$ cat config.mk
export PLATFORM = sky130hd
export DESIGN_NAME = async_serial_txrx_control
export DESIGN_NICKNAME = d
export VERILOG_FILES = /design/src/pkg/serial_pkg.sv /design/src/rtl/async_serial_txrx_control.sv /design/src/rtl/bit_timer.sv
export SDC_FILE = /design/constraint.sdc
export NUM_CORES = 1
export LEC_CHECK = 0
export BUFFER_PORTS_ARGS = -buffer_cell sky130_fd_sc_hd__buf_2
export CORE_AREA = 2 2 144 146
export CTS_BUF_LIST = sky130_fd_sc_hd__clkbuf_16
export DETAILED_ROUTE_END_ITERATION = 8
export DIE_AREA = 0 0 146 148
export GPL_ROUTABILITY_DRIVEN = 0
export GPL_TIMING_DRIVEN = 0
export PLACE_DENSITY = 0.51
export SYNTH_ARGS = -nofsm -noshare
export SYNTH_HDL_FRONTEND = slang
export SYNTH_SLANG_ARGS = --single-unit
$ cat constraint.sdc
create_clock -name clk_i -period 2.66 [get_ports clk_i]
set_input_delay 0.399 -clock clk_i [delete_from_list [all_inputs] [get_ports clk_i]]
set_output_delay 0.399 -clock clk_i [all_outputs]
set_load 0.05 [all_outputs]
$ cat src/pkg/serial_pkg.sv
package serial_pkg;
	// clock and bit timing
	localparam int CLK_HZ = 25_000_000;
	localparam int BAUD_BPS = 115_200;
	localparam int BIT_CLKS = CLK_HZ / BAUD_BPS;
	localparam int DATA_BITS = 8;
	// register byte offsets
	localparam logic [7:0] MODE_OFS = 8'h00;
	localparam logic [7:0] CTRL_OFS = 8'h04;
	localparam logic [7:0] STAT_OFS = 8'h08;
	localparam logic [7:0] TXH_OFS = 8'h0C;
	localparam logic [7:0] RXH_OFS = 8'h10;
	localparam logic [7:0] IRQS_OFS = 8'h14;
	localparam logic [7:0] IRQM_OFS = 8'h18;
	// mode register fields
	localparam int MODE_PAR_EN = 0;
	localparam int MODE_PAR_ODD = 1;
	localparam int MODE_MULTIPROC = 2;
	// control register fields
	localparam int CTRL_TX_IRQ_EN = 7;
	localparam int CTRL_RX_IRQ_EN = 6;
	localparam int CTRL_TX_ON = 5;
	localparam int CTRL_RX_ON = 4;
	localparam int CTRL_ADDR_WAIT = 3;
	localparam int CTRL_DONE_IRQ_EN = 2;
	// status register fields, flags except rx address cleared by writing zero
	localparam int ST_TX_EMPTY = 7;
	localparam int ST_RX_FULL = 6;
	localparam int ST_OVERRUN = 5;
	localparam int ST_FRAMING = 4;
	localparam int ST_PARITY = 3;
	localparam int ST_TX_DONE = 2;
	localparam int ST_RX_ADDR = 1;
	localparam int ST_TX_ADDR = 0;
	// interrupt status and mask fields
	localparam int IRQ_TX_EMPTY = 0;
	localparam int IRQ_TX_DONE = 1;
	localparam int IRQ_RX_FULL = 2;
	localparam int IRQ_RX_ERR = 3;
	// reset values
	localparam logic [7:0] CTRL_RST = 8'h00;
	localparam logic [7:0] MODE_RST = 8'h00;
	// line state machine, gray from idle through start, data and extra to stop
	typedef enum logic [2:0] {
		LN_IDLE = 3'h0,
		LN_START = 3'h1,
		LN_DATA = 3'h3,
		LN_EXTRA = 3'h2,
		LN_STOP = 3'h6
	} line_state_t;
endpackage : serial_pkg

$ cat src/rtl/async_serial_txrx_control.sv
`timescale 1ns/1ns
`default_nettype none
module async_serial_txrx_control
	import serial_pkg::*;
#(
	parameter int BIT_CYCLES = BIT_CLKS
) (
	// clock and reset
	input wire logic clk_i,
	input wire logic rst_i,
	// wishbone slave
	input wire logic cyc_i,
	input wire logic stb_i,
	input wire logic we_i,
	input wire logic [7:0] adr_i,
	input wire logic [3:0] sel_i,
	input wire logic [31:0] dat_i,
	output logic [31:0] dat_o,
	output logic ack_o,
	// serial line
	input wire logic rxd_i,
	output logic txd_o,
	// interrupt
	output logic irq_o
);
	localparam int CW = 16;

	function automatic logic par_bit(input logic [7:0] d, input logic odd);
		return (^d) ^ odd;
	endfunction : par_bit

	logic [7:0] mode_reg, serial_control_reg, tx_holding_reg, rx_holding_reg;
	logic [7:0] tx_shift_reg, rx_shift_reg;
	logic [3:0] irq_stat, irq_mask;
	logic tx_empty_flag, rx_full_flag, overrun_flag, framing_err_flag, parity_err_flag;
	logic tx_done_flag, rx_addr_flag, tx_addr_bit, tx_next_extra, tx_extra, tx_pending;
	logic rx_extra;
	line_state_t tx_state, rx_state;
	logic [2:0] tx_bit, rx_bit;
	logic [31:0] next_dat;

	// bus decode
	wire req = cyc_i && stb_i && !ack_o;
	wire wr = cyc_i && stb_i && ack_o && we_i && sel_i[0]; // write lands on the ack edge
	wire wr_mode = wr && adr_i == MODE_OFS;
	wire wr_ctrl = wr && adr_i == CTRL_OFS;
	wire wr_stat = wr && adr_i == STAT_OFS;
	wire wr_txh = wr && adr_i == TXH_OFS;
	wire wr_irqs = wr && adr_i == IRQS_OFS;
	wire wr_irqm = wr && adr_i == IRQM_OFS;

	// control and mode fields
	wire tx_on = serial_control_reg[CTRL_TX_ON];
	wire rx_on = serial_control_reg[CTRL_RX_ON];
	wire addr_wait_en = serial_control_reg[CTRL_ADDR_WAIT];
	wire multiproc_mode = mode_reg[MODE_MULTIPROC];
	wire par_en = mode_reg[MODE_PAR_EN] && !multiproc_mode;
	wire has_extra = par_en || multiproc_mode;
	wire addr_wait = addr_wait_en && multiproc_mode;

	// transmit sequencing strobes
	wire tx_tick;
	wire tx_load_idle = tx_state == LN_IDLE && tx_on && !tx_empty_flag;
	wire tx_to_stop = tx_tick && ((tx_state == LN_DATA && tx_bit == 3'(DATA_BITS - 1) &&
		!has_extra) || tx_state == LN_EXTRA);
	wire tx_load_b2b = tx_to_stop && tx_on && !tx_empty_flag;
	wire tx_load = tx_load_idle || tx_load_b2b;
	wire tx_done_set = tx_to_stop && tx_empty_flag;

	// receive sequencing strobes
	wire rx_tick;
	wire rx_begin = rx_state == LN_IDLE && rx_on && !rxd_i;
	wire rx_end = rx_tick && rx_state == LN_STOP;
	wire rx_skip = addr_wait && !rx_extra;
	wire rx_take = rx_end && !rx_skip;
	wire rx_addr_hit = rx_end && addr_wait && rx_extra;
	wire rx_ovr = rx_take && rx_full_flag;
	wire rx_frm = rx_take && !rxd_i;
	wire rx_par = rx_take && par_en && (rx_extra != par_bit(rx_shift_reg,
		mode_reg[MODE_PAR_ODD]));

	// interrupt events
	wire [3:0] irq_ev = {(rx_ovr || rx_frm || rx_par) && serial_control_reg[CTRL_RX_IRQ_EN],
		rx_take && !rx_full_flag && serial_control_reg[CTRL_RX_IRQ_EN],
		tx_done_set && serial_control_reg[CTRL_DONE_IRQ_EN],
		tx_load && serial_control_reg[CTRL_TX_IRQ_EN]};

	bit_timer #(.DIV(BIT_CYCLES), .W(CW)) u_tx_timer (
		.clk_i(clk_i),
		.rst_i(rst_i),
		.restart_i(tx_state == LN_IDLE || !tx_on),
		.load_i(CW'(BIT_CYCLES - 1)),
		.tick_o(tx_tick)
	);

	bit_timer #(.DIV(BIT_CYCLES), .W(CW)) u_rx_timer (
		.clk_i(clk_i),
		.rst_i(rst_i),
		.restart_i(rx_state == LN_IDLE || !rx_on),
		.load_i(CW'(BIT_CYCLES / 2 - 1)),
		.tick_o(rx_tick)
	);

	// transmit line, mark when idle
	always_comb begin
		case (tx_state)
			LN_START: txd_o = 1'b0;
			LN_DATA: txd_o = tx_shift_reg[0];
			LN_EXTRA: txd_o = tx_extra;
			default: txd_o = 1'b1;
		endcase
	end

	// transmit frame machine
	always_ff @(posedge clk_i) begin
		if (rst_i || !tx_on) begin
			tx_state <= LN_IDLE;
			tx_bit <= 3'h0;
			tx_pending <= 1'b0;
		end else begin
			case (tx_state)
				LN_IDLE: if (tx_load_idle) tx_state <= LN_START;
				LN_START: if (tx_tick) tx_state <= LN_DATA;
				LN_DATA: if (tx_tick) begin
					tx_bit <= tx_bit + 3'h1;
					if (tx_bit == 3'(DATA_BITS - 1)) tx_state <= has_extra ? LN_EXTRA : LN_STOP;
				end
				LN_EXTRA: if (tx_tick) tx_state <= LN_STOP;
				LN_STOP: if (tx_tick) tx_state <= tx_pending ? LN_START : LN_IDLE;
				default: tx_state <= LN_IDLE;
			endcase
			if (tx_to_stop) tx_pending <= tx_load_b2b;
		end
	end

	// shift register load and shifting
	always_ff @(posedge clk_i) begin
		if (rst_i) begin
			tx_shift_reg <= 8'hFF;
			tx_extra <= 1'b1;
			tx_next_extra <= 1'b1;
		end else if (tx_load_idle) begin
			tx_shift_reg <= tx_holding_reg;
			tx_extra <= multiproc_mode ? tx_addr_bit :
				par_bit(tx_holding_reg, mode_reg[MODE_PAR_ODD]);
		end else if (tx_load_b2b) begin
			tx_next_extra <= multiproc_mode ? tx_addr_bit :
				par_bit(tx_holding_reg, mode_reg[MODE_PAR_ODD]);
			tx_shift_reg <= tx_holding_reg;
		end else if (tx_state == LN_STOP && tx_tick) begin
			tx_extra <= tx_next_extra;
		end else if (tx_state == LN_DATA && tx_tick) begin
			tx_shift_reg <= {1'b1, tx_shift_reg[7:1]};
		end
	end

	// receive frame machine
	always_ff @(posedge clk_i) begin
		if (rst_i || !rx_on) begin
			rx_state <= LN_IDLE;
			rx_bit <= 3'h0;
		end else begin
			case (rx_state)
				LN_IDLE: if (rx_begin) rx_state <= LN_START;
				LN_START: if (rx_tick) rx_state <= rxd_i ? LN_IDLE : LN_DATA;
				LN_DATA: if (rx_tick) begin
					rx_bit <= rx_bit + 3'h1;
					if (rx_bit == 3'(DATA_BITS - 1)) rx_state <= has_extra ? LN_EXTRA : LN_STOP;
				end
				LN_EXTRA: if (rx_tick) rx_state <= LN_STOP;
				LN_STOP: if (rx_tick) rx_state <= LN_IDLE;
				default: rx_state <= LN_IDLE;
			endcase
		end
	end

	// receive shift and holding registers
	always_ff @(posedge clk_i) begin
		if (rst_i) begin
			rx_shift_reg <= 8'h00;
			rx_extra <= 1'b0;
			rx_holding_reg <= 8'h00;
		end else begin
			if (rx_state == LN_DATA && rx_tick) rx_shift_reg <= {rxd_i, rx_shift_reg[7:1]};
			if (rx_state == LN_START) rx_extra <= 1'b0;
			else if (rx_state == LN_EXTRA && rx_tick) rx_extra <= rxd_i;
			if (rx_take && !rx_full_flag) rx_holding_reg <= rx_shift_reg;
		end
	end

	// status flags, hardware set wins over software clear
	always_ff @(posedge clk_i) begin
		if (rst_i) begin
			tx_empty_flag <= 1'b1;
			{rx_full_flag, overrun_flag, framing_err_flag, parity_err_flag} <= 4'h0;
			{tx_done_flag, rx_addr_flag, tx_addr_bit} <= 3'b100;
		end else begin
			tx_empty_flag <= !tx_on || tx_load ||
				(tx_empty_flag && !(wr_stat && !dat_i[ST_TX_EMPTY]));
			rx_full_flag <= (rx_take && !rx_full_flag) ||
				(rx_full_flag && !(wr_stat && !dat_i[ST_RX_FULL]));
			overrun_flag <= rx_ovr || (overrun_flag && !(wr_stat && !dat_i[ST_OVERRUN]));
			framing_err_flag <= rx_frm ||
				(framing_err_flag && !(wr_stat && !dat_i[ST_FRAMING]));
			parity_err_flag <= rx_par ||
				(parity_err_flag && !(wr_stat && !dat_i[ST_PARITY]));
			tx_done_flag <= tx_done_set || (tx_done_flag && !tx_load &&
				!(wr_stat && !dat_i[ST_TX_DONE]));
			rx_addr_flag <= rx_addr_hit || (rx_take ? rx_extra : rx_addr_flag);
			if (wr_stat) tx_addr_bit <= dat_i[ST_TX_ADDR];
		end
	end

	// control, mode and holding registers
	always_ff @(posedge clk_i) begin
		if (rst_i) begin
			serial_control_reg <= CTRL_RST;
			mode_reg <= MODE_RST;
			tx_holding_reg <= 8'h00;
			irq_mask <= 4'h0;
		end else begin
			if (wr_ctrl) serial_control_reg <= dat_i[7:0];
			else if (rx_addr_hit) serial_control_reg[CTRL_ADDR_WAIT] <= 1'b0;
			if (wr_mode) mode_reg <= dat_i[7:0];
			if (wr_txh) tx_holding_reg <= dat_i[7:0];
			if (wr_irqm) irq_mask <= dat_i[3:0];
		end
	end

	// sticky interrupt bits, write one to clear
	always_ff @(posedge clk_i) begin
		if (rst_i) irq_stat <= 4'h0;
		else irq_stat <= irq_ev | (irq_stat & ~(wr_irqs ? dat_i[3:0] : 4'h0));
	end
	assign irq_o = |(irq_stat & irq_mask);

	// read mux, unmapped reads return zero
	always_comb begin
		case (adr_i)
			MODE_OFS: next_dat = {24'h0, mode_reg};
			CTRL_OFS: next_dat = {24'h0, serial_control_reg};
			STAT_OFS: next_dat = {24'h0, tx_empty_flag, rx_full_flag, overrun_flag,
				framing_err_flag, parity_err_flag, tx_done_flag, rx_addr_flag, tx_addr_bit};
			TXH_OFS: next_dat = {24'h0, tx_holding_reg};
			RXH_OFS: next_dat = {24'h0, rx_holding_reg};
			IRQS_OFS: next_dat = {28'h0, irq_stat};
			IRQM_OFS: next_dat = {28'h0, irq_mask};
			default: next_dat = 32'h0;
		endcase
	end

	// one-wait-state acknowledge with registered data
	always_ff @(posedge clk_i) begin
		if (rst_i) begin
			ack_o <= 1'b0;
			dat_o <= 32'h0;
		end else begin
			ack_o <= req;
			if (req && !we_i) dat_o <= next_dat;
		end
	end
endmodule : async_serial_txrx_control
`default_nettype wire

$ cat src/rtl/bit_timer.sv
`timescale 1ns/1ns
`default_nettype none
module bit_timer #(
	parameter int DIV = 217,
	parameter int W = 16
) (
	// clock and reset
	input wire logic clk_i,
	input wire logic rst_i,
	// control
	input wire logic restart_i,
	input wire logic [W-1:0] load_i,
	// one-cycle tick at count zero
	output logic tick_o
);
	logic [W-1:0] cnt;

	assign tick_o = (cnt == '0) && !restart_i;

	// count down, reload a full bit after each tick
	always_ff @(posedge clk_i) begin
		if (rst_i || restart_i) begin
			cnt <= rst_i ? W'(DIV - 1) : load_i;
		end else if (cnt == '0) begin
			cnt <= W'(DIV - 1);
		end else begin
			cnt <= cnt - 1'b1;
		end
	end
endmodule : bit_timer
`default_nettype wire

==> results of run 1 <==
-- metrics by stage --
step	hold slack, ps	power [mW]
final	263.3	4.385
after global routing	272.3	4.542
after CTS	242.8	4.433
after detailed placement	442.6	2.096
after global placement	436.3	2.096
after floorplan	432.7	2.030
-- power groups by stage --
stage / combinational (mW) / sequential (mW) / clock (mW)
final: 0.238 / 1.82 / 2.32
after global routing: 0.252 / 1.82 / 2.47
after CTS: 0.234 / 1.82 / 2.38
after detailed placement: 0.233 / 1.86 / 0
after global placement: 0.233 / 1.86 / 0
after floorplan: 0.165 / 1.86 / 0
-- area by class of cell --
class	count	area (um^2)
plain buffers	57	337.8
clock buffers	17	425.4
clock inverters	13	161.4
fillers	2129	12820
inverters	15	56.30
multi-input cells	501	3296
flip-flops and latches	121	2424
well taps	270	337.8
repair buffers	35	182.7
-- how the worst max path moves through the flow --
stage                                              end                         start  slack, ps  depth (start not counted)
floorplan                 tx_shift_reg[0]$_SDFFE_PP1P_  u_tx_timer.cnt[6]$_SDFF_PP1_        230                          8
global placement    serial_control_reg[5]$_SDFFE_PP0P_                      adr_i[5]       -580                          6
detailed placement  serial_control_reg[3]$_SDFFE_PP0P_                      adr_i[5]       -520                          6
CTS                       tx_shift_reg[0]$_SDFFE_PP1P_  u_tx_timer.cnt[6]$_SDFF_PP1_          7                          8
global route              tx_shift_reg[7]$_SDFFE_PP1P_  u_tx_timer.cnt[0]$_SDFF_PP0_        -10                          8
finish                    tx_shift_reg[6]$_SDFFE_PP1P_  u_tx_timer.cnt[9]$_SDFF_PP0_         90                          7
-- synthesized netlist by cell type (15+ instances only) --
library cell  count  area (um^2)
nor3_1           24        120.1
xor2_1           16        140.1
nand3_1          15        75.07
a21oi_1          28        140.1
clkbuf_1         24        90.09
buf_4            26        195.2
xnor2_1          26        227.7
mux2i_1          46        460.4
o21ai_0          39        195.2
dfxtp_1         121         2422
nand2_1          48        180.2
nor2_1           84        315.3
inv_1            15        56.30
-- tightest hold or removal path: stages --
cell	delay, ps
buf_2	130
nand2_1	60
a21oi_1	50
-- repair_timing --
| action | 4_1_cts | 5_1_grt |
|---|---|---|
| buffers inserted | 0 | 3 |
| gates resized for setup | 6 | 25 |
| hold endpoints to repair | 0 | 0 |
| setup endpoints to repair | 21 | 35 |
| pin swaps | 0 | 1 |
-- metal layers --
layer	up-vias	track usage [%]	part of all wire [%]
met5	-	0	0
met4	0	5.631	1.7
met3	18	3.426	5.0
met2	139	22.38	44
met1	2244	20.75	49
li1	2470	-	-
-- kinds of logic (layout without fill, tap and decap cells) --
group	count (synthesis)	count (layout)
and+or+nand+nor	248	248
AOI/OAI and AO/OA	124	124
DFF	121	121
buffers and inverters	74	137
muxes	54	54
xor gates and xnor gates	44	44
adders and majority gates	7	7
other	1	24
==> out/metrics.yaml, run 1 <==
ff2ff_path_depth: 7
dp_slack_ps: -518.8
drv_cap: 0
power_frac_comb_pct: 5.4
dieArea_um2: 21610
grt_max_degree: 17
grt.total_usage_pct: 14.88
place_area_um2: 6505
syn_avg_cell_area_um2: 8.797
synth_xor_area_share_pct: 6.974
drv_slew: 0
whs_endpoint: "tx_holding_reg[7]$_SDFFE_PP0P_"
p_sw_share_pct: 22.17
fin_tns_setup_ps: 0
rows: 52
hold_start: "dat_i[7]"
final_antenna_net_count: 0
min_period_over_period_pct: 96.62
irDropWorstVdd_mv: 0.4220
wirelength_um: 16050
portBuffers: 32
mostFrequentLayoutCells: "dfxtp_1 (120), nor2_1 (84), nand2_1 (48)"
synthArstFlopShare_pct: 0
holdPathStages: 3
synth_fa_ha_area_share_pct: 1.479
end_kind: "register"
timing_worst_slew_pin_value_ps: 994.1
drive_gt1_share_pct: 17.52
syn_inst: 673
max_freq_mhz: 389.1
pin_count: 85
clock-sinks: 121
ys_ff_latch: 121
timing.rr.end: "tx_shift_reg[6]$_SDFFE_PP1P_"
fin_crit_ps: 2570
clock-skew-final_ps: 10.85
synth-seq-area-share_pct: 40.91
final_core_util_pct: 36.03
final_common_cell: "dfxtp_1"
cp.required_ps: 2960
wl_per_cell_um: 15.60
critPathLaunchType: "register"
slowest_delay_ps: 590
crit_family: "simple AND/OR/NAND/NOR gates"
crit_buf_inv: 2
first_global_vias: 4498
routed_via_density: 4.734
crit_fanout: 10
clock_path_buffers: 2
r2r_start: "u_tx_timer.cnt[9]$_SDFF_PP0_"
setup_viol: 0
pwr-share-clk_pct: 53.0
area_growth_pct: 21.96
numCtsBuffers: 17
path_cells: "or4_4 > buf_6 > or4_4 > o41a_1 > buf_6 > nor3_1 > a21oi_2"
reg_top3: "u_rx_timer.cnt x16, u_tx_timer.cnt x16"
ys.flop_type: "dfxtp_1"
dp_cells: 998
grt_remaining_overflow: 0
power_switching_mw: 0.9719
path_class: "register to register"
dpl.hpwl_um: 11610
clk_pin_slew_worst_paths_ps: 50
final_area_um2: 7221
antenna_found_initial: 0
cts_tree: "done"
drc_errors: 0
postCtsHoldBufs: 0
synth_edf_count: 0
synth_compound_area_share_pct: 13.59
initial_utilization_pct: 29.55
synth_top_family_by_area: "simple AND/OR/NAND/NOR gates"
synth-simple-area-share_pct: 20.84
core_um2: 20040
num_vias: 4871
slowest_stage: "or4_4"
grt_pass1_wl_um: 24700
ys_warn_count: 0
cp.arrival_ps: 2870
rrSetupSlack_ps: 90
synth_area_um2: 5921
insertion_delay_ps: 420
hold_viol: 0
h-tree-depth: 4
yosysUniqueCellTypes: 62
synth_mux_area_share_pct: 9.489
cellLeakagePower_nw: 2.583
status: "completed"
internal_power_mw: 3.413
final_cells: 1029
clock-root-buffer: "clkbuf_16"
die_x_um: 146
relSlewSlack_pct: 33.16
die_y_um: 148
finalNetCount: 805
diodes: 0
p_per_area_nw_per_um2: 607.2
p_seq_share_pct: 41.6
drt-initial-drc-count: 299
dr.pass1.iters: 5
hp-class: "input pin to register"
worst_slack_ps: 89.84
Power figures use the tool's default switching activity.
==> run 2, diff against run 1 <==
--- a/config.mk
+++ b/config.mk
@@ -6,13 +6,16 @@
 export NUM_CORES = 1
 export LEC_CHECK = 0
 export BUFFER_PORTS_ARGS = -buffer_cell sky130_fd_sc_hd__buf_2
+export CAP_MARGIN = 40
+export CELL_PAD_IN_SITES_DETAIL_PLACEMENT = 1
+export CELL_PAD_IN_SITES_GLOBAL_PLACEMENT = 1
 export CORE_AREA = 2 2 144 146
 export CTS_BUF_LIST = sky130_fd_sc_hd__clkbuf_16
 export DETAILED_ROUTE_END_ITERATION = 8
 export DIE_AREA = 0 0 146 148
 export GPL_ROUTABILITY_DRIVEN = 0
 export GPL_TIMING_DRIVEN = 0
-export PLACE_DENSITY = 0.51
+export PLACE_DENSITY = 0.62
 export SYNTH_ARGS = -nofsm -noshare
 export SYNTH_HDL_FRONTEND = slang
 export SYNTH_SLANG_ARGS = --single-unit
==> constraint.sdc (replaced) <==
create_clock -name clk_i -period 2.66 [get_ports clk_i]
set_input_delay 0.532 -clock clk_i [delete_from_list [all_inputs] [get_ports clk_i]]
set_output_delay 0.532 -clock clk_i [all_outputs]
set_load 0.05 [all_outputs]
==> out/metrics.yaml, run 2 (synthesis results as in run 1) <==
first_global_vias: 5280
clock-sinks: 121
clock-root-buffer: "clkbuf_16"
nFillCells: 2392
grt_remaining_overflow: 0
cellLeakagePower_nw: 2.593
hold_viol: 0
hp-class: "input pin to register"
wl_met1_um: 8302
path_class: "register to register"
relSlewSlack_pct: 29.55
numCtsBuffers: 17
diodes: 0
ff_latch_area_um2: 2426
rows: 52
die_x_um: 146
cts_tree: "done"
finalNetCount: 806
critPathLaunchType: "register"
portBuffers: 32
worst_slack_ps: 86.93
fin_crit_ps: 2573
dieArea_um2: 21610
clock_path_buffers: 2
clock-skew-final_ps: 12.61
fin_tns_setup_ps: 0
setup_viol: 0
p_per_area_nw_per_um2: 618.7
grt_pass1_wl_um: 28690
power_frac_comb_pct: 5.4
drt-initial-drc-count: 254
final_cells: 1032
grt.total_usage_pct: 17.15
power_mw: 4.477
irDropWorstVdd_mv: 0.4329
die_y_um: 148
wl_per_cell_um: 17.68
num_vias: 5102
mostFrequentLayoutCells: "dfxtp_1 (120), nor2_1 (84), nand2_1 (48)"
wl_met2_um: 9024
dr.pass1.iters: 4
dp_cells: 1001
p_seq_share_pct: 40.7
timing_worst_slew_pin_value_ps: 1048
pin_count: 85
routed_via_density: 4.944
dp_slack_ps: -155.1
crit_fanout: 7
insertion_delay_ps: 420
clk_pin_slew_worst_paths_ps: 60
end_kind: "register"
status: "completed"
power_switching_mw: 1.044
initial_utilization_pct: 29.55
max_freq_mhz: 388.6
core_um2: 20040
p_sw_share_pct: 23.33
routed.top_layer: "met4"
antenna_found_initial: 0
reg_top3: "u_rx_timer.cnt x16, u_tx_timer.cnt x16"
drv_cap: 0
internal_power_mw: 3.432
grt_max_degree: 17
pwr-share-clk_pct: 53.9
cp.arrival_ps: 2930
min_period_over_period_pct: 96.73
drc_errors: 0
area_growth_pct: 22.21
h-tree-depth: 4
multi_input_area_um2: 3273
postCtsHoldBufs: 0
drive_gt1_share_pct: 17.72
wl_met3_um: 706
dpl.hpwl_um: 13480
drv_slew: 0
cp.required_ps: 3010
final_antenna_net_count: 0
wirelength_um: 18250
final_common_cell: "dfxtp_1"
-- run 2: changes by cell type in the layout (fill, tap and decap cells not counted), sizes merged --
cell | before | now
buf | 68 | 70
clkinv | 7 | 6
inv | 16 | 18
clkbuf | 41 | 40
clkinvlp | 1 | 2
-- run 2: layer usage --
layer | global-route usage (%) | vias to the layer above
li1 | - | 2475
met1 | 21.89 | 2525
met2 | 29.48 | 87
met3 | 3.395 | 15
met4 | 5.000 | 0
met5 | 0 | -
-- run 2: cell type report --
type	count	area share, %
plain buffers	57	4.721
clock buffers	17	5.879
clock inverters	15	2.542
inverters	15	0.7781
multi-input cells	501	45.24
flip-flops and latches	121	33.53
well taps	270	4.669
repair buffers	36	2.646
-- run 2: per-stage QoR --
stage | hold WS [ps] | util [%] | area, um^2
global placement | 439.5 | 32.46 | 6505
finish | 388.5 | 36.11 | 7236
CTS | 372.2 | 35.68 | 7149
global route | 392.9 | 36.11 | 7236
detailed placement | 452.6 | 32.58 | 6529
floorplan | 432.7 | - | 6007
-- run 2: worst paths after layout --
kind	endpoint	depth (start not counted)	startpoint	slack [ps]
worst max-delay path	tx_shift_reg[5]$_SDFFE_PP1P_	7	u_tx_timer.cnt[6]$_SDFF_PP1_	90
worst min-delay path	tx_holding_reg[7]$_SDFFE_PP0P_	3	dat_i[7]	390
worst max register to register	tx_shift_reg[5]$_SDFFE_PP1P_	7	u_tx_timer.cnt[6]$_SDFF_PP1_	90
worst min register to register	dat_o[7]$_SDFFE_PP0P_	2	dat_o[7]$_SDFFE_PP0P_	470
-- run 2: what timing repair did --
action                                  CTS  global route
endpoints found under the hold margin     0             0
endpoints found under the setup margin   22            35
pin swaps                                 0             3
setup buffers                             0             1
resized for setup                         3            26
-- run 2: worst max-delay path: stages (launching register included) --
cell and delay (ps):
dfxtp_4 350, or4_4 510, buf_6 150, or4_4 590
o41a_1 450, and2_4 190, buf_6 140, a21oi_2 130
-- run 2: power by group through the flow --
stage               sequential (mW)  clock, mW  combinational [mW]
floorplan                      1.86          0               0.165
global placement               1.86          0               0.232
detailed placement             1.86          0               0.234
CTS                            1.82       2.46               0.236
global route                   1.82       2.54               0.256
finish                         1.82       2.41               0.242
